[src/ata_task_file_pkg.sv]
// shared constants, types and state layout for the drive task file decoder
package ata_task_file_pkg;

    // ************************************************************
    // clock and reset timing
    // ************************************************************
    localparam int CLK_PERIOD_PS = 25000;
    localparam int BUSY_LATENCY_NS = 400;
    // longest time rounds down, never below one cycle
    localparam int BUSY_LATENCY_CYC_RAW = (BUSY_LATENCY_NS * 1000) / CLK_PERIOD_PS;
    localparam int BUSY_LATENCY_CYC = (BUSY_LATENCY_CYC_RAW < 1) ? 1 : BUSY_LATENCY_CYC_RAW;
    localparam int RESET_PULSE_US = 25;

    // ************************************************************
    // register indices on the three address lines
    // ************************************************************
    localparam logic [2:0] IDX_DATA = 3'h0;
    localparam logic [2:0] IDX_ERR_FEAT = 3'h1;
    localparam logic [2:0] IDX_COUNT = 3'h2;
    localparam logic [2:0] IDX_SECTOR = 3'h3;
    localparam logic [2:0] IDX_TRK_LOW = 3'h4;
    localparam logic [2:0] IDX_TRK_HIGH = 3'h5;
    localparam logic [2:0] IDX_UNIT_HEAD = 3'h6;
    localparam logic [2:0] IDX_STAT_CMD = 3'h7;
    localparam logic [2:0] IDX_ALT_CTRL = 3'h6;
    localparam logic [2:0] IDX_LEGACY = 3'h7;

    // ************************************************************
    // field positions and reset values
    // ************************************************************
    localparam int STAT_BUSY_BIT = 7;
    localparam int LEGACY_SAFE_BIT = 7;
    localparam logic [7:0] CTRL_USED_MASK = 8'h06;
    localparam logic [7:0] REG_RESET = 8'h00;
    localparam logic [7:0] COUNT_RESET = 8'h01;
    localparam logic [7:0] SECTOR_RESET = 8'h01;

    // decoded register selected by chip selects and index
    typedef enum {
        SEL_NONE,
        SEL_DATA,
        SEL_ERR_FEAT,
        SEL_COUNT,
        SEL_SECTOR,
        SEL_TRK_LOW,
        SEL_TRK_HIGH,
        SEL_UNIT_HEAD,
        SEL_STAT_CMD,
        SEL_ALT_CTRL,
        SEL_LEGACY
    } reg_sel_type;

    // host side pins after synchronising
    typedef struct packed {
        logic cs0Active;
        logic cs1Active;
        logic [2:0] addr;
        logic readStrobe;
        logic writeStrobe;
        logic [15:0] dataIn;
    } host_pins_type;

    // task file register set
    typedef struct packed {
        logic [7:0] featureSelect;
        logic [7:0] transferCount;
        logic [7:0] targetSector;
        logic [7:0] trackLow;
        logic [7:0] trackHigh;
        logic [7:0] unitAndHead;
        logic [7:0] interfaceControl;
    } task_regs_type;

endpackage

[src/ata_task_file_decode.sv]
// drive side task file decoder on the parallel disk interface
`timescale 1ns/1ps
module ata_task_file_decode
    import ata_task_file_pkg::*;
#(
    parameter int FIFO_DEPTH = 16,
    parameter logic [7:0] LEGACY_ADDR = 8'h5a // arbitrary value
)
(
    // clock and reset
    input wire logic clk,
    input wire logic sys_rst,
    // host interface pins; selects, strobes and reset active low as on the cable
    input wire logic hostCs0_n,
    input wire logic hostCs1_n,
    input wire logic [2:0] hostAddr,
    input wire logic hostRead_n,
    input wire logic hostWrite_n,
    input wire logic hostReset_n,
    input wire logic [15:0] hostDataIn,
    output logic [15:0] hostDataOut,
    output logic [15:0] hostDataOe,
    output logic wide16_n,
    // drive firmware side: words written by the host
    output logic hostWordValid,
    input wire logic hostWordReady,
    output logic [15:0] hostWord,
    // drive firmware side: words for the host to read
    input wire logic driveWordValid,
    input wire logic [15:0] driveWord,
    output logic driveWordTaken,
    // drive firmware side: command and status
    input wire logic [7:0] lastError,
    input wire logic [7:0] driveStatus,
    input wire logic byteMode,
    input wire logic busyClear,
    output logic commandStrobe,
    output logic [7:0] commandCode,
    output logic [55:0] taskRegs
);

    initial
    begin
        if (FIFO_DEPTH < 2)
            $error("fifo depth too small");
    end

    // ************************************************************
    // synchronisers and state
    // ************************************************************
    typedef struct packed {
        host_pins_type pinsMeta;
        host_pins_type pins;
        logic resetMeta;
        logic resetSync;
        logic readPrev;
        logic writePrev;
        logic resetPrev;
        logic busy;
        task_regs_type regs;
        logic [15:0] dataOut;
        logic [15:0] dataOe;
        logic wide16_n;
        logic cmdStrobe;
        logic [7:0] cmdCode;
        logic wordTaken;
    } state_type;

    state_type state;
    state_type next_state;
    host_pins_type rawPins;
    reg_sel_type sel;
    logic fifoInValid;
    logic fifoInReady;
    logic readStart;
    logic readEnd;
    logic writeStart;
    logic resetRelease;
    logic [7:0] mergedStatus;

    assign rawPins = '{cs0Active: !hostCs0_n, cs1Active: !hostCs1_n, addr: hostAddr,
                       readStrobe: !hostRead_n, writeStrobe: !hostWrite_n,
                       dataIn: hostDataIn};

    // decode chip selects and index into one register choice
    function automatic reg_sel_type decode(input host_pins_type p);
        reg_sel_type s;
        s = SEL_NONE;
        if (p.cs0Active && !p.cs1Active)
        begin
            unique case (p.addr)
                IDX_DATA: s = SEL_DATA;
                IDX_ERR_FEAT: s = SEL_ERR_FEAT;
                IDX_COUNT: s = SEL_COUNT;
                IDX_SECTOR: s = SEL_SECTOR;
                IDX_TRK_LOW: s = SEL_TRK_LOW;
                IDX_TRK_HIGH: s = SEL_TRK_HIGH;
                IDX_UNIT_HEAD: s = SEL_UNIT_HEAD;
                IDX_STAT_CMD: s = SEL_STAT_CMD;
            endcase
        end
        else if (p.cs1Active && !p.cs0Active)
        begin
            if (p.addr == IDX_ALT_CTRL)
                s = SEL_ALT_CTRL;
            else if (p.addr == IDX_LEGACY)
                s = SEL_LEGACY;
            // other indices stay SEL_NONE
        end
        // both or neither select leaves SEL_NONE
        return s;
    endfunction

    assign sel = decode(state.pins);
    // strobe edges after the synchronisers
    assign readStart = state.pins.readStrobe && !state.readPrev;
    assign readEnd = !state.pins.readStrobe && state.readPrev;
    assign writeStart = state.pins.writeStrobe && !state.writePrev;
    assign resetRelease = state.resetSync && !state.resetPrev;
    // busy bit forced into both status views while reset recovery runs
    assign mergedStatus = {state.busy | driveStatus[STAT_BUSY_BIT], driveStatus[6:0]};

    // ************************************************************
    // host write data buffer
    // ************************************************************
    // a write to the data port while the buffer is full is dropped; the host
    // is expected to pace itself on the status data request bit
    assign fifoInValid = writeStart && sel == SEL_DATA;

    ata_word_fifo #(
        .WIDTH(16),
        .DEPTH(FIFO_DEPTH)
    ) writeBuffer (
        .clk(clk),
        .sys_rst(sys_rst),
        .inValid(fifoInValid),
        .inReady(fifoInReady),
        .inData(byteMode ? {8'h00, state.pins.dataIn[7:0]} : state.pins.dataIn),
        .outValid(hostWordValid),
        .outReady(hostWordReady),
        .outData(hostWord)
    );

    // ************************************************************
    // next state
    // ************************************************************
    always_comb
    begin
        next_state = state;
        next_state.pinsMeta = rawPins;
        next_state.pins = state.pinsMeta;
        next_state.resetMeta = hostReset_n;
        next_state.resetSync = state.resetMeta;
        next_state.readPrev = state.pins.readStrobe;
        next_state.writePrev = state.pins.writeStrobe;
        next_state.resetPrev = state.resetSync;
        next_state.cmdStrobe = 1'b0;
        next_state.wordTaken = 1'b0;

        // indicator follows decoded address, dropped for byte transfers
        next_state.wide16_n = !(sel == SEL_DATA && !byteMode);

        // hardware reset clears the task file, loads count and sector with one, and raises busy quickly
        if (!state.resetSync)
        begin
            next_state.regs = '0;
            next_state.regs.transferCount = COUNT_RESET;
            next_state.regs.targetSector = SECTOR_RESET;
            next_state.busy = 1'b1;
        end
        else if (resetRelease)
        begin
            next_state.busy = 1'b1;
        end
        else if (busyClear)
        begin
            next_state.busy = 1'b0;
        end

        // register writes on the strobe's leading edge only
        if (writeStart && state.resetSync)
        begin
            unique case (sel)
                SEL_ERR_FEAT: next_state.regs.featureSelect = state.pins.dataIn[7:0];
                SEL_COUNT: next_state.regs.transferCount = state.pins.dataIn[7:0];
                SEL_SECTOR: next_state.regs.targetSector = state.pins.dataIn[7:0];
                SEL_TRK_LOW: next_state.regs.trackLow = state.pins.dataIn[7:0];
                SEL_TRK_HIGH: next_state.regs.trackHigh = state.pins.dataIn[7:0];
                SEL_UNIT_HEAD: next_state.regs.unitAndHead = state.pins.dataIn[7:0];
                SEL_STAT_CMD:
                begin
                    next_state.cmdCode = state.pins.dataIn[7:0];
                    next_state.cmdStrobe = 1'b1;
                end
                // unused control bits are not stored
                SEL_ALT_CTRL: next_state.regs.interfaceControl =
                    state.pins.dataIn[7:0] & CTRL_USED_MASK;
                SEL_DATA, SEL_LEGACY, SEL_NONE: ;
            endcase
        end

        // read data driven from strobe start until strobe end
        if (readStart)
        begin
            next_state.dataOe = 16'h00ff;
            next_state.dataOut = 16'h0000; // unused bits read zero
            unique case (sel)
                SEL_DATA:
                begin
                    // byte-wide phase hands over the low byte only, upper reads zero
                    next_state.dataOut = byteMode ? {8'h00, driveWord[7:0]} : driveWord;
                    // upper byte only driven on a wide transfer
                    next_state.dataOe = byteMode ? 16'h00ff : 16'hffff;
                    next_state.wordTaken = driveWordValid;
                end
                SEL_ERR_FEAT: next_state.dataOut[7:0] = lastError;
                SEL_COUNT: next_state.dataOut[7:0] = state.regs.transferCount;
                SEL_SECTOR: next_state.dataOut[7:0] = state.regs.targetSector;
                SEL_TRK_LOW: next_state.dataOut[7:0] = state.regs.trackLow;
                SEL_TRK_HIGH: next_state.dataOut[7:0] = state.regs.trackHigh;
                SEL_UNIT_HEAD: next_state.dataOut[7:0] = state.regs.unitAndHead;
                SEL_STAT_CMD, SEL_ALT_CTRL: next_state.dataOut[7:0] = mergedStatus;
                SEL_LEGACY:
                begin
                    // bit 7 released to avoid fighting a floppy controller
                    next_state.dataOut[7:0] = LEGACY_ADDR;
                    next_state.dataOe[LEGACY_SAFE_BIT] = 1'b0;
                end
                SEL_NONE: next_state.dataOe = 16'h0000;
            endcase
        end
        else if (readEnd || !state.pins.readStrobe)
        begin
            next_state.dataOe = 16'h0000;
        end
    end

    // ************************************************************
    // state register
    // ************************************************************
    always_ff @(posedge clk)
    begin
        if (sys_rst)
        begin
            state <= '0;
            state.resetMeta <= 1'b1;
            state.resetSync <= 1'b1;
            state.resetPrev <= 1'b1;
            state.wide16_n <= 1'b1;
            state.regs.transferCount <= COUNT_RESET;
            state.regs.targetSector <= SECTOR_RESET;
        end
        else
        begin
            state <= next_state;
        end
    end

    assign hostDataOut = state.dataOut;
    assign hostDataOe = state.dataOe;
    assign wide16_n = state.wide16_n;
    assign commandStrobe = state.cmdStrobe;
    assign commandCode = state.cmdCode;
    assign driveWordTaken = state.wordTaken;
    assign taskRegs = state.regs;
endmodule

[src/ata_word_fifo.sv]
// first-in first-out buffer for sector data words
`timescale 1ns/1ps
module ata_word_fifo
    import ata_task_file_pkg::*;
#(
    parameter int WIDTH = 16,
    parameter int DEPTH = 16
)
(
    // clock and reset
    input wire logic clk,
    input wire logic sys_rst,
    // filling side
    input wire logic inValid,
    output logic inReady,
    input wire logic [WIDTH-1:0] inData,
    // draining side
    output logic outValid,
    input wire logic outReady,
    output logic [WIDTH-1:0] outData
);

    localparam int AW = $clog2(DEPTH);

    initial
    begin
        if (DEPTH < 2 || (1 << AW) != DEPTH)
            $error("fifo depth must be a power of two of at least two");
    end

    logic [WIDTH-1:0] mem [DEPTH];
    logic [AW:0] wrPtr;
    logic [AW:0] rdPtr;
    logic doWrite;
    logic doRead;

    // ************************************************************
    // pointers and storage
    // ************************************************************
    assign inReady = (wrPtr - rdPtr) != (AW + 1)'(DEPTH);
    assign outValid = wrPtr != rdPtr;
    assign outData = mem[rdPtr[AW-1:0]];
    assign doWrite = inValid && inReady;
    assign doRead = outValid && outReady;

    // one extra pointer bit tells full from empty
    always_ff @(posedge clk)
    begin
        if (sys_rst)
        begin
            wrPtr <= '0;
            rdPtr <= '0;
        end
        else
        begin
            if (doWrite)
                wrPtr <= wrPtr + 1'b1;
            if (doRead)
                rdPtr <= rdPtr + 1'b1;
        end
    end

    // storage has no reset, only written words are ever read
    always_ff @(posedge clk)
    begin
        if (doWrite)
            mem[wrPtr[AW-1:0]] <= inData;
    end

endmodule
[config.mk]
export PLATFORM = sky130hd
export DESIGN_NAME = ata_task_file_decode
export DESIGN_NICKNAME = d
export VERILOG_FILES = /design/src/ata_task_file_pkg.sv /design/src/ata_task_file_decode.sv /design/src/ata_word_fifo.sv
export SDC_FILE = /design/constraint.sdc
export NUM_CORES = 1
export LEC_CHECK = 0
export ABC_AREA = 1
export BUFFER_PORTS_ARGS = -buffer_cell sky130_fd_sc_hd__buf_4
export CAP_MARGIN = 20
export CELL_PAD_IN_SITES_DETAIL_PLACEMENT = 1
export CELL_PAD_IN_SITES_GLOBAL_PLACEMENT = 1
export CORE_MARGIN = 4
export CORE_UTILIZATION = 44
export DETAILED_ROUTE_END_ITERATION = 8
export GPL_TIMING_DRIVEN = 0
export PLACE_DENSITY = 0.75
export SLEW_MARGIN = 0
export SYNTH_ARGS = -nofsm -noshare
export SYNTH_HDL_FRONTEND = slang
export SYNTH_SLANG_ARGS = --single-unit
[constraint.sdc]
create_clock -name clk -period 3.05 [get_ports clk]
set_clock_uncertainty 0.2 [all_clocks]
set_input_delay 0.305 -clock clk [delete_from_list [all_inputs] [get_ports clk]]
set_output_delay 0.305 -clock clk [all_outputs]
set_load 0.01 [all_outputs]
==> results.md, run 1 <==
- Startpoint Class: register
- Core area: 38,650 sq um
- Power per cell area: between 500 and 600 nW/um^2
- 1st-iter DRT viols: approximately 1,200
- Final Hold Slack: 0.04403 ns
- Dpl ws: -0.2272 ns
- F_max: between 0.3 and 0.4 GHz
- Hold path startpoint: lastError[0]
- Clk root buf: clkbuf_16
- CTS Buffer Depth: 3
- Worst path slowest cell: o211ai_1
- Outcome: complete, no violations
- Routed WL: 57.96 mm
- Dpl hpwl: 39.58 mm
- Post-synthesis cell area: 17,170 sq um
- Clock slew at reported path FFs: approximately 0.070 ns
- Syn. warnings: 0
- RR Startpoint: state[126]$_SDFF_PP0_
- CP max FO: 10
- Sw Ratio: 0.2401
- Die height: about 210 microns
- Gpl congestion: between 0.8 and 0.9
- Cells after Synth: ~1,600
- Core Rows: 72
- Design Area, Final: about 22,000 sq um
- Antenna violations before repair: 0
- Layout Nets: 1,981
- # setup viols final: 0
- Die W: 205.6 microns
- Tightest Hold Check Type: in2reg
- Flops & latches, synth: 412
- Remaining global-route overflow: 0
- ANT cells: 0
- TritonCTS clock tree: done
- Delay-heaviest family, CP: buffers and inverters
- Slowest stage delay, CP: ~0.45 ns
- Clock power share: 0.431
- Final Power: between 0.01 and 0.015 W
- Slew Limit Fails: 0
- I/O pins: 178
- Period minus WS final: just over 3 ns
- Crit Path Category: reg2out
- Bufs and invs on worst path: 3
- Arrival time at the worst endpoint: 2.53 ns
- Syn nets: 1,682
- Wire per inst: 23.57 microns
- Placed instance area: 19,500 sq um
- CP Capture Type: primary output
- Max cap viols: 0
- P_int: 0.009657 W
- Share of layout cells above drive strength 1: 0.2411
- Setup slack, reg-to-reg: roughly 0.18 ns
- Mean Syn Cell Area: 10.67 sq um
- H-tree levels: 2
- Drt first pass iters: 5
- Area grow syn2layout: 26.82%
- Sequential fraction of the synthesis area: 0.6295
- FFs w/ async S/R, synth: 0
- Drt drc: 0
- Antenna viol nets, final: 0
- Vias in the first global route: 14,070
- Switching pwr: 0.003051 W
- GRT Overall Usage: 0.2660
- Largest net degree at the start of global routing: 23
- Crit path required time: between 2 and 3 ns
- Comb pwr share: 0.098
- Number of port buffers: 175
- Max_slew headroom: 0.2819
- Final hold viol count: 0
- Worst-Margin Slew: 1.076 ns
- Leakage: 8.553 nW
- Ys flop type: edfxtp_1
- Routed vias/inst: between 5 and 6
- Starting Density: 0.4443
- Post-synth EDFFs: between 200 and 300
- Reg power frac: 0.471
- Fin crit share: 0.9956
- Global-route wire length before repair: ~85 mm
- TritonCTS Sinks: 412
- CTS Buf Count: 43
- Skew-Pair Late Insertion Delay: ~0.57 ns
- Full die area: 42,250 sq um
- Worst setup margin: 0.01329 ns
- Critical path, cell by cell: clkinv_1, clkbuf_2, o211ai_1, nand2_1, buf_4
- VDD IR-drop max: 0.6864 mV
- Netlist cell types: 39
- Vias post-DR: about 14,000
## synthesized netlist by cell type, drive strengths merged, types with 3 or more instances
cell type	count	share of area
a221oi	4	0.0020
nor4	3	0.0020
or2	3	0.0011
a21oi	144	0.042
nand4	19	0.0069
nor2	134	0.032
clkbuf	49	0.011
dfxtp	156	0.18
nor3	10	0.0048
a211oi	16	0.0070
nand3	59	0.017
nand2	186	0.042
clkinv	4	0.00095
edfxtp	256	0.45
inv	162	0.035
mux2i	64	0.037
o211ai	66	0.029
buf	128	0.051
o21ai	126	0.037
ha	11	0.0080
## worst reg2reg max path, delay by kind of cell, from the launching register on
kind,cells,cell delay (ns)
and+or+nand+nor,9,1.35
buffers and inverters,5,0.68
DFF,1,0.32
## logic make-up (layout without fill, tap and decap cells)
logic type                 Yosys count  after routing  share of synthesized area
AOI/OAI and AO/OA                  360            360                     0.1184
DFF                                412            412                     0.6295
adders and majority gates           11             11                   0.008014
muxes                               64             64                    0.03730
buffers and inverters              343            675                    0.09829
and+or+nand+nor                    415            415                     0.1064
xor gates and xnor gates             4              4                   0.002040
## power groups by stage
stage	registers [W]	logic (W)	clock network, W
global route	0.00599	0.00135	0.00576
finish	0.00599	0.00125	0.00547
detailed placement	0.00611	0.00113	0
CTS	0.00599	0.00121	0.00551
floorplan	0.00608	0.000658	0
global placement	0.00610	0.00108	0
## placed cells by master, fill, tap and decap left out, types with 46 or more instances in the layout
cell	netlist	routed
buf_4	98	294
o21ai_0	125	123
a21oi_1	144	144
edfxtp_1	256	256
mux2i_1	64	63
inv_1	155	155
dfxtp_1	156	154
nor2_1	126	109
o211ai_1	66	66
nand2_1	178	178
nand3_1	59	58
clkbuf_1	49	46
## routing by layer
| metal | wire [microns] | vias to the layer above | global-route usage |
|---|---|---|---|
| li1 | - | 6054 | - |
| met1 | 22820 | 6735 | 0.3488 |
| met2 | 28960 | 620 | 0.4569 |
| met3 | 4426 | 129 | 0.04177 |
| met4 | 1751 | 0 | 0.08134 |
| met5 | 0 | - | 0 |
## stage by stage
step / cells / util / setup TNS, ns
floorplan: 1609 / - / 0
global placement: 2302 / 0.4951 / -209.76
detailed placement: 2321 / 0.5045 / -15.20
CTS: 2440 / 0.5573 / -5.600
global route: 2459 / 0.5635 / -0.6261
finish: 2459 / 0.5635 / 0
## what timing repair did
action,4_1_cts,5_1_grt
hold buffers,37,0
setup buffers,5,15
gates resized for setup,45,21
hold endpoints to repair,38,0
pin swaps,6,16
setup endpoints to repair,186,214
## worst paths after layout
kind / to / cells after the start
hold reg to reg: state[113]$_SDFF_PP0_ / 2
hold / removal: hostDataOut[0]$_SDFFE_PP0P_ / 7
setup / recovery: hostWord[3] / 5
setup reg to reg: writeBuffer.mem[7][10]$_DFFE_PP_ / 14
## registers in the layout, indices dropped and copies added, names as in the netlist, 5 cells and up, named ones only
register / flops
next_state: 27
hostDataOut: 16
taskRegs: 56
writeBuffer.mem: 256
commandCode: 8
writeBuffer.rdPtr: 5
state: 25
writeBuffer.wrPtr: 5
## layout make-up
cell class,count,area [sq um]
fill,4127,16870
timing repair buffer,255,2278
clock buffer,57,1190
multi-input combinational,854,4815
buffer,176,1144
sequential,412,10810
inverter,166,624.3
clock inverter,21,266.5
tap,518,648.1
No activity file was read; power rests on OpenSTA's default activity.
==> run 2, diff against run 1 <==
--- a/config.mk
+++ b/config.mk
@@ -15,6 +15,7 @@
 export DETAILED_ROUTE_END_ITERATION = 8
 export GPL_TIMING_DRIVEN = 0
 export PLACE_DENSITY = 0.75
+export REMOVE_ABC_BUFFERS = 1
 export SLEW_MARGIN = 0
 export SYNTH_ARGS = -nofsm -noshare
 export SYNTH_HDL_FRONTEND = slang
==> run 2 against run 1 <==
  * Global-route usage down 2.3 points
  * Cell area down 2.9%
  * Wire length down 9.8%
  * Highest routed layer unchanged
  * Register-to-register slack worse by 0.02 ns
  * Count of clock-buffer cells in the layout down 2
  * Sequential cell count unchanged
  * Critical path depth up 1
  * Total power down 0.45%
  * Critical path type unchanged
  * Utilization down 1.6 points
  * Sequential share of layout area up 1.5 points
  * Sequential power about the same
  * Die area unchanged
  * Critical endpoint is now hostWord[6]
  * Largest power group unchanged
==> results.md, run 2 (synthesis gave the netlist of run 1 again) <==
- Outcome: complete, no violations
- Comb pwr share: 0.094
- Number of port buffers: ~180
- Post-Layout Cell Count: around 2,300
- Clock slew at reported path FFs: 0.07 ns
- CTS Buffer Depth: 3
- TritonCTS Sinks: 412
- Switching pwr: 0.003061 W
- H-tree levels: 2
- Clock power share: 0.431
- Worst path slowest cell: dfxtp_4
- Leading cell type in the layout, fill and taps excluded: edfxtp_1
- Antenna violations before repair: 0
- 1st-iter DRT viols: 929
- CP Capture Type: primary output
- P_int: 0.009590 W
- Full die area: 42,250 sq um
- Worst setup margin: 0.1083 ns
- Max cap viols: 0
- Global-route wire length before repair: about 78 mm
- Die W: 205.6 microns
- Worst-Margin Slew: 1.011 ns
- Power per cell area: 598.0 nW/um^2
- # setup viols final: 0
- Skew-Pair Late Insertion Delay: 0.59 ns
- Starting Density: 0.4443
- Vias in the first global route: between 10,000 and 15,000
- Share of layout cells above drive strength 1: 0.2074
- Area grow syn2layout: 23.19%
- Routed WL: around 52 mm
- Die height: 205.6 microns
- Routed vias/inst: 5.468
- Tightest Hold Check Type: in2reg
- Delay-heaviest family, CP: buffers and inverters
- Dpl hpwl: 31.30 mm
- Dpl ws: -0.5871 ns
- CTS Buf Count: 44
- Remaining global-route overflow: 0
- Final Power: 0.01265 W
- RR Startpoint: next_state[100]$_SDFF_PP1_
- CP max FO: 25
- Gpl congestion: 0.7878
- Max_slew headroom: 0.3235
- Max FFs per register: 256
- Critical path, cell by cell: buf_16, clkinv_2, o211ai_1, nand3_1, nand2_1, buf_4
- Leakage: 8.065 nW
- Antenna viol nets, final: 0
- ANT cells: 0
- F_max: 0.3399 GHz
- Layout Nets: 1,831
- Sw Ratio: 0.2419
- VDD IR-drop max: 0.3847 mV
- TritonCTS clock tree: done
- Final hold viol count: 0
- Clk root buf: clkbuf_16
- Bufs and invs on worst path: 3
- Slew Limit Fails: 0
- Core Rows: 72
- Fin crit share: 0.9645
- Crit path required time: 2.54 ns
- Placed cells: 2,149
- Slowest stage delay, CP: 0.57 ns
- Reg power frac: 0.475
- Wire per inst: 22.63 microns
- Startpoint Class: register
- GRT Overall Usage: 0.2426
- Vias post-DR: between 10,000 and 15,000
- Largest net degree at the start of global routing: between 100 and 150
- Hold path startpoint: driveWord[1]
- I/O pins: 178
- Most frequent cells in the layout: edfxtp_1, buf_4, nand2_1, inv_1, dfxtp_1
- Arrival time at the worst endpoint: 2.44 ns
- Drt drc: 0
- Crit Path Category: reg2out
- Period minus WS final: roughly 2.9 ns
- Core area: 38,650 sq um
- Filler cell count: between 4,000 and 5,000
- Drt first pass iters: 5
- Setup TNS: 0 ns
- Fin util: 0.5474
[run 2: changes by cell type in the layout (fill, tap and decap cells not counted), moves of 5 or more]
| cell | before | now |
|---|---|---|
| buf_1 | 5 | 0 |
| buf_16 | 6 | 14 |
| buf_2 | 14 | 0 |
| buf_4 | 294 | 201 |
| buf_6 | 9 | 1 |
| clkbuf_1 | 46 | 6 |
| clkbuf_2 | 9 | 0 |
| clkinv_1 | 10 | 4 |
| clkinv_2 | 4 | 14 |
| dlygate4sd3_1 | 37 | 44 |
[run 2: worst paths after layout]
kind                                               endpoint  slack [ns]  cells after the start
worst max-delay path                            hostWord[6]        0.11                      6
worst min-delay path            hostDataOut[1]$_SDFFE_PP0P_        0.03                      7
worst max register to register      taskRegs[51]$_SDFF_PP0_        0.16                      6
worst min register to register        state[110]$_SDFF_PP0_        0.20                      2
[run 2: what timing repair did]
item                       4_1_cts  5_1_grt
setup buffers                   27        6
pin swaps                       21        4
cloned                           3        0
hold buffers                    43        1
resized for setup               20       13
setup endpoints to repair      282      274
hold endpoints to repair        44       24
[run 2: per-layer routing]
layer	global-route usage	up-vias	part of all wire
met2	0.4182	445	0.50
met5	0	-	0
met3	0.04807	100	0.068
met4	0.07321	0	0.026
met1	0.3106	6345	0.41
li1	-	5753	-
[run 2: cell type report]
type | instances | area, sq um | share of cell area
flip-flops and latches | 412 | 10820 | 0.5116
multi-input cells | 854 | 4836 | 0.2286
repair buffers | 280 | 2739 | 0.1295
clock buffers | 55 | 1192 | 0.05636
well taps | 518 | 648.1 | 0.03064
inverters | 166 | 635.6 | 0.03004
clock inverters | 27 | 280.3 | 0.01325
[run 2: power by group through the flow]
stage | logic (W) | clock network (W) | registers [W]
after floorplan | 0.000544 | 0 | 0.00619
after global placement | 0.000875 | 0 | 0.00627
after detailed placement | 0.000948 | 0 | 0.00618
after CTS | 0.00116 | 0.00553 | 0.00602
after global routing | 0.00130 | 0.00580 | 0.00601
final | 0.00119 | 0.00545 | 0.00601
[run 2: per-stage QoR]
step                instance area (sq um)  hold slack [ns]
global route                        21160          0.05826
finish                              21160          0.02961
CTS                                 21010         0.004096
floorplan                           16110           0.1717
detailed placement                  18630           0.1942
global placement                    18090           0.1930
[run 2: tightest hold or removal path, cell delays in order]
cell,delay [ns]
buf_4,0.08
nand4_1,0.09
nand3_1,0.07
nor2_1,0.04
nand2_1,0.05
nand2_1,0.05
a21oi_1,0.10
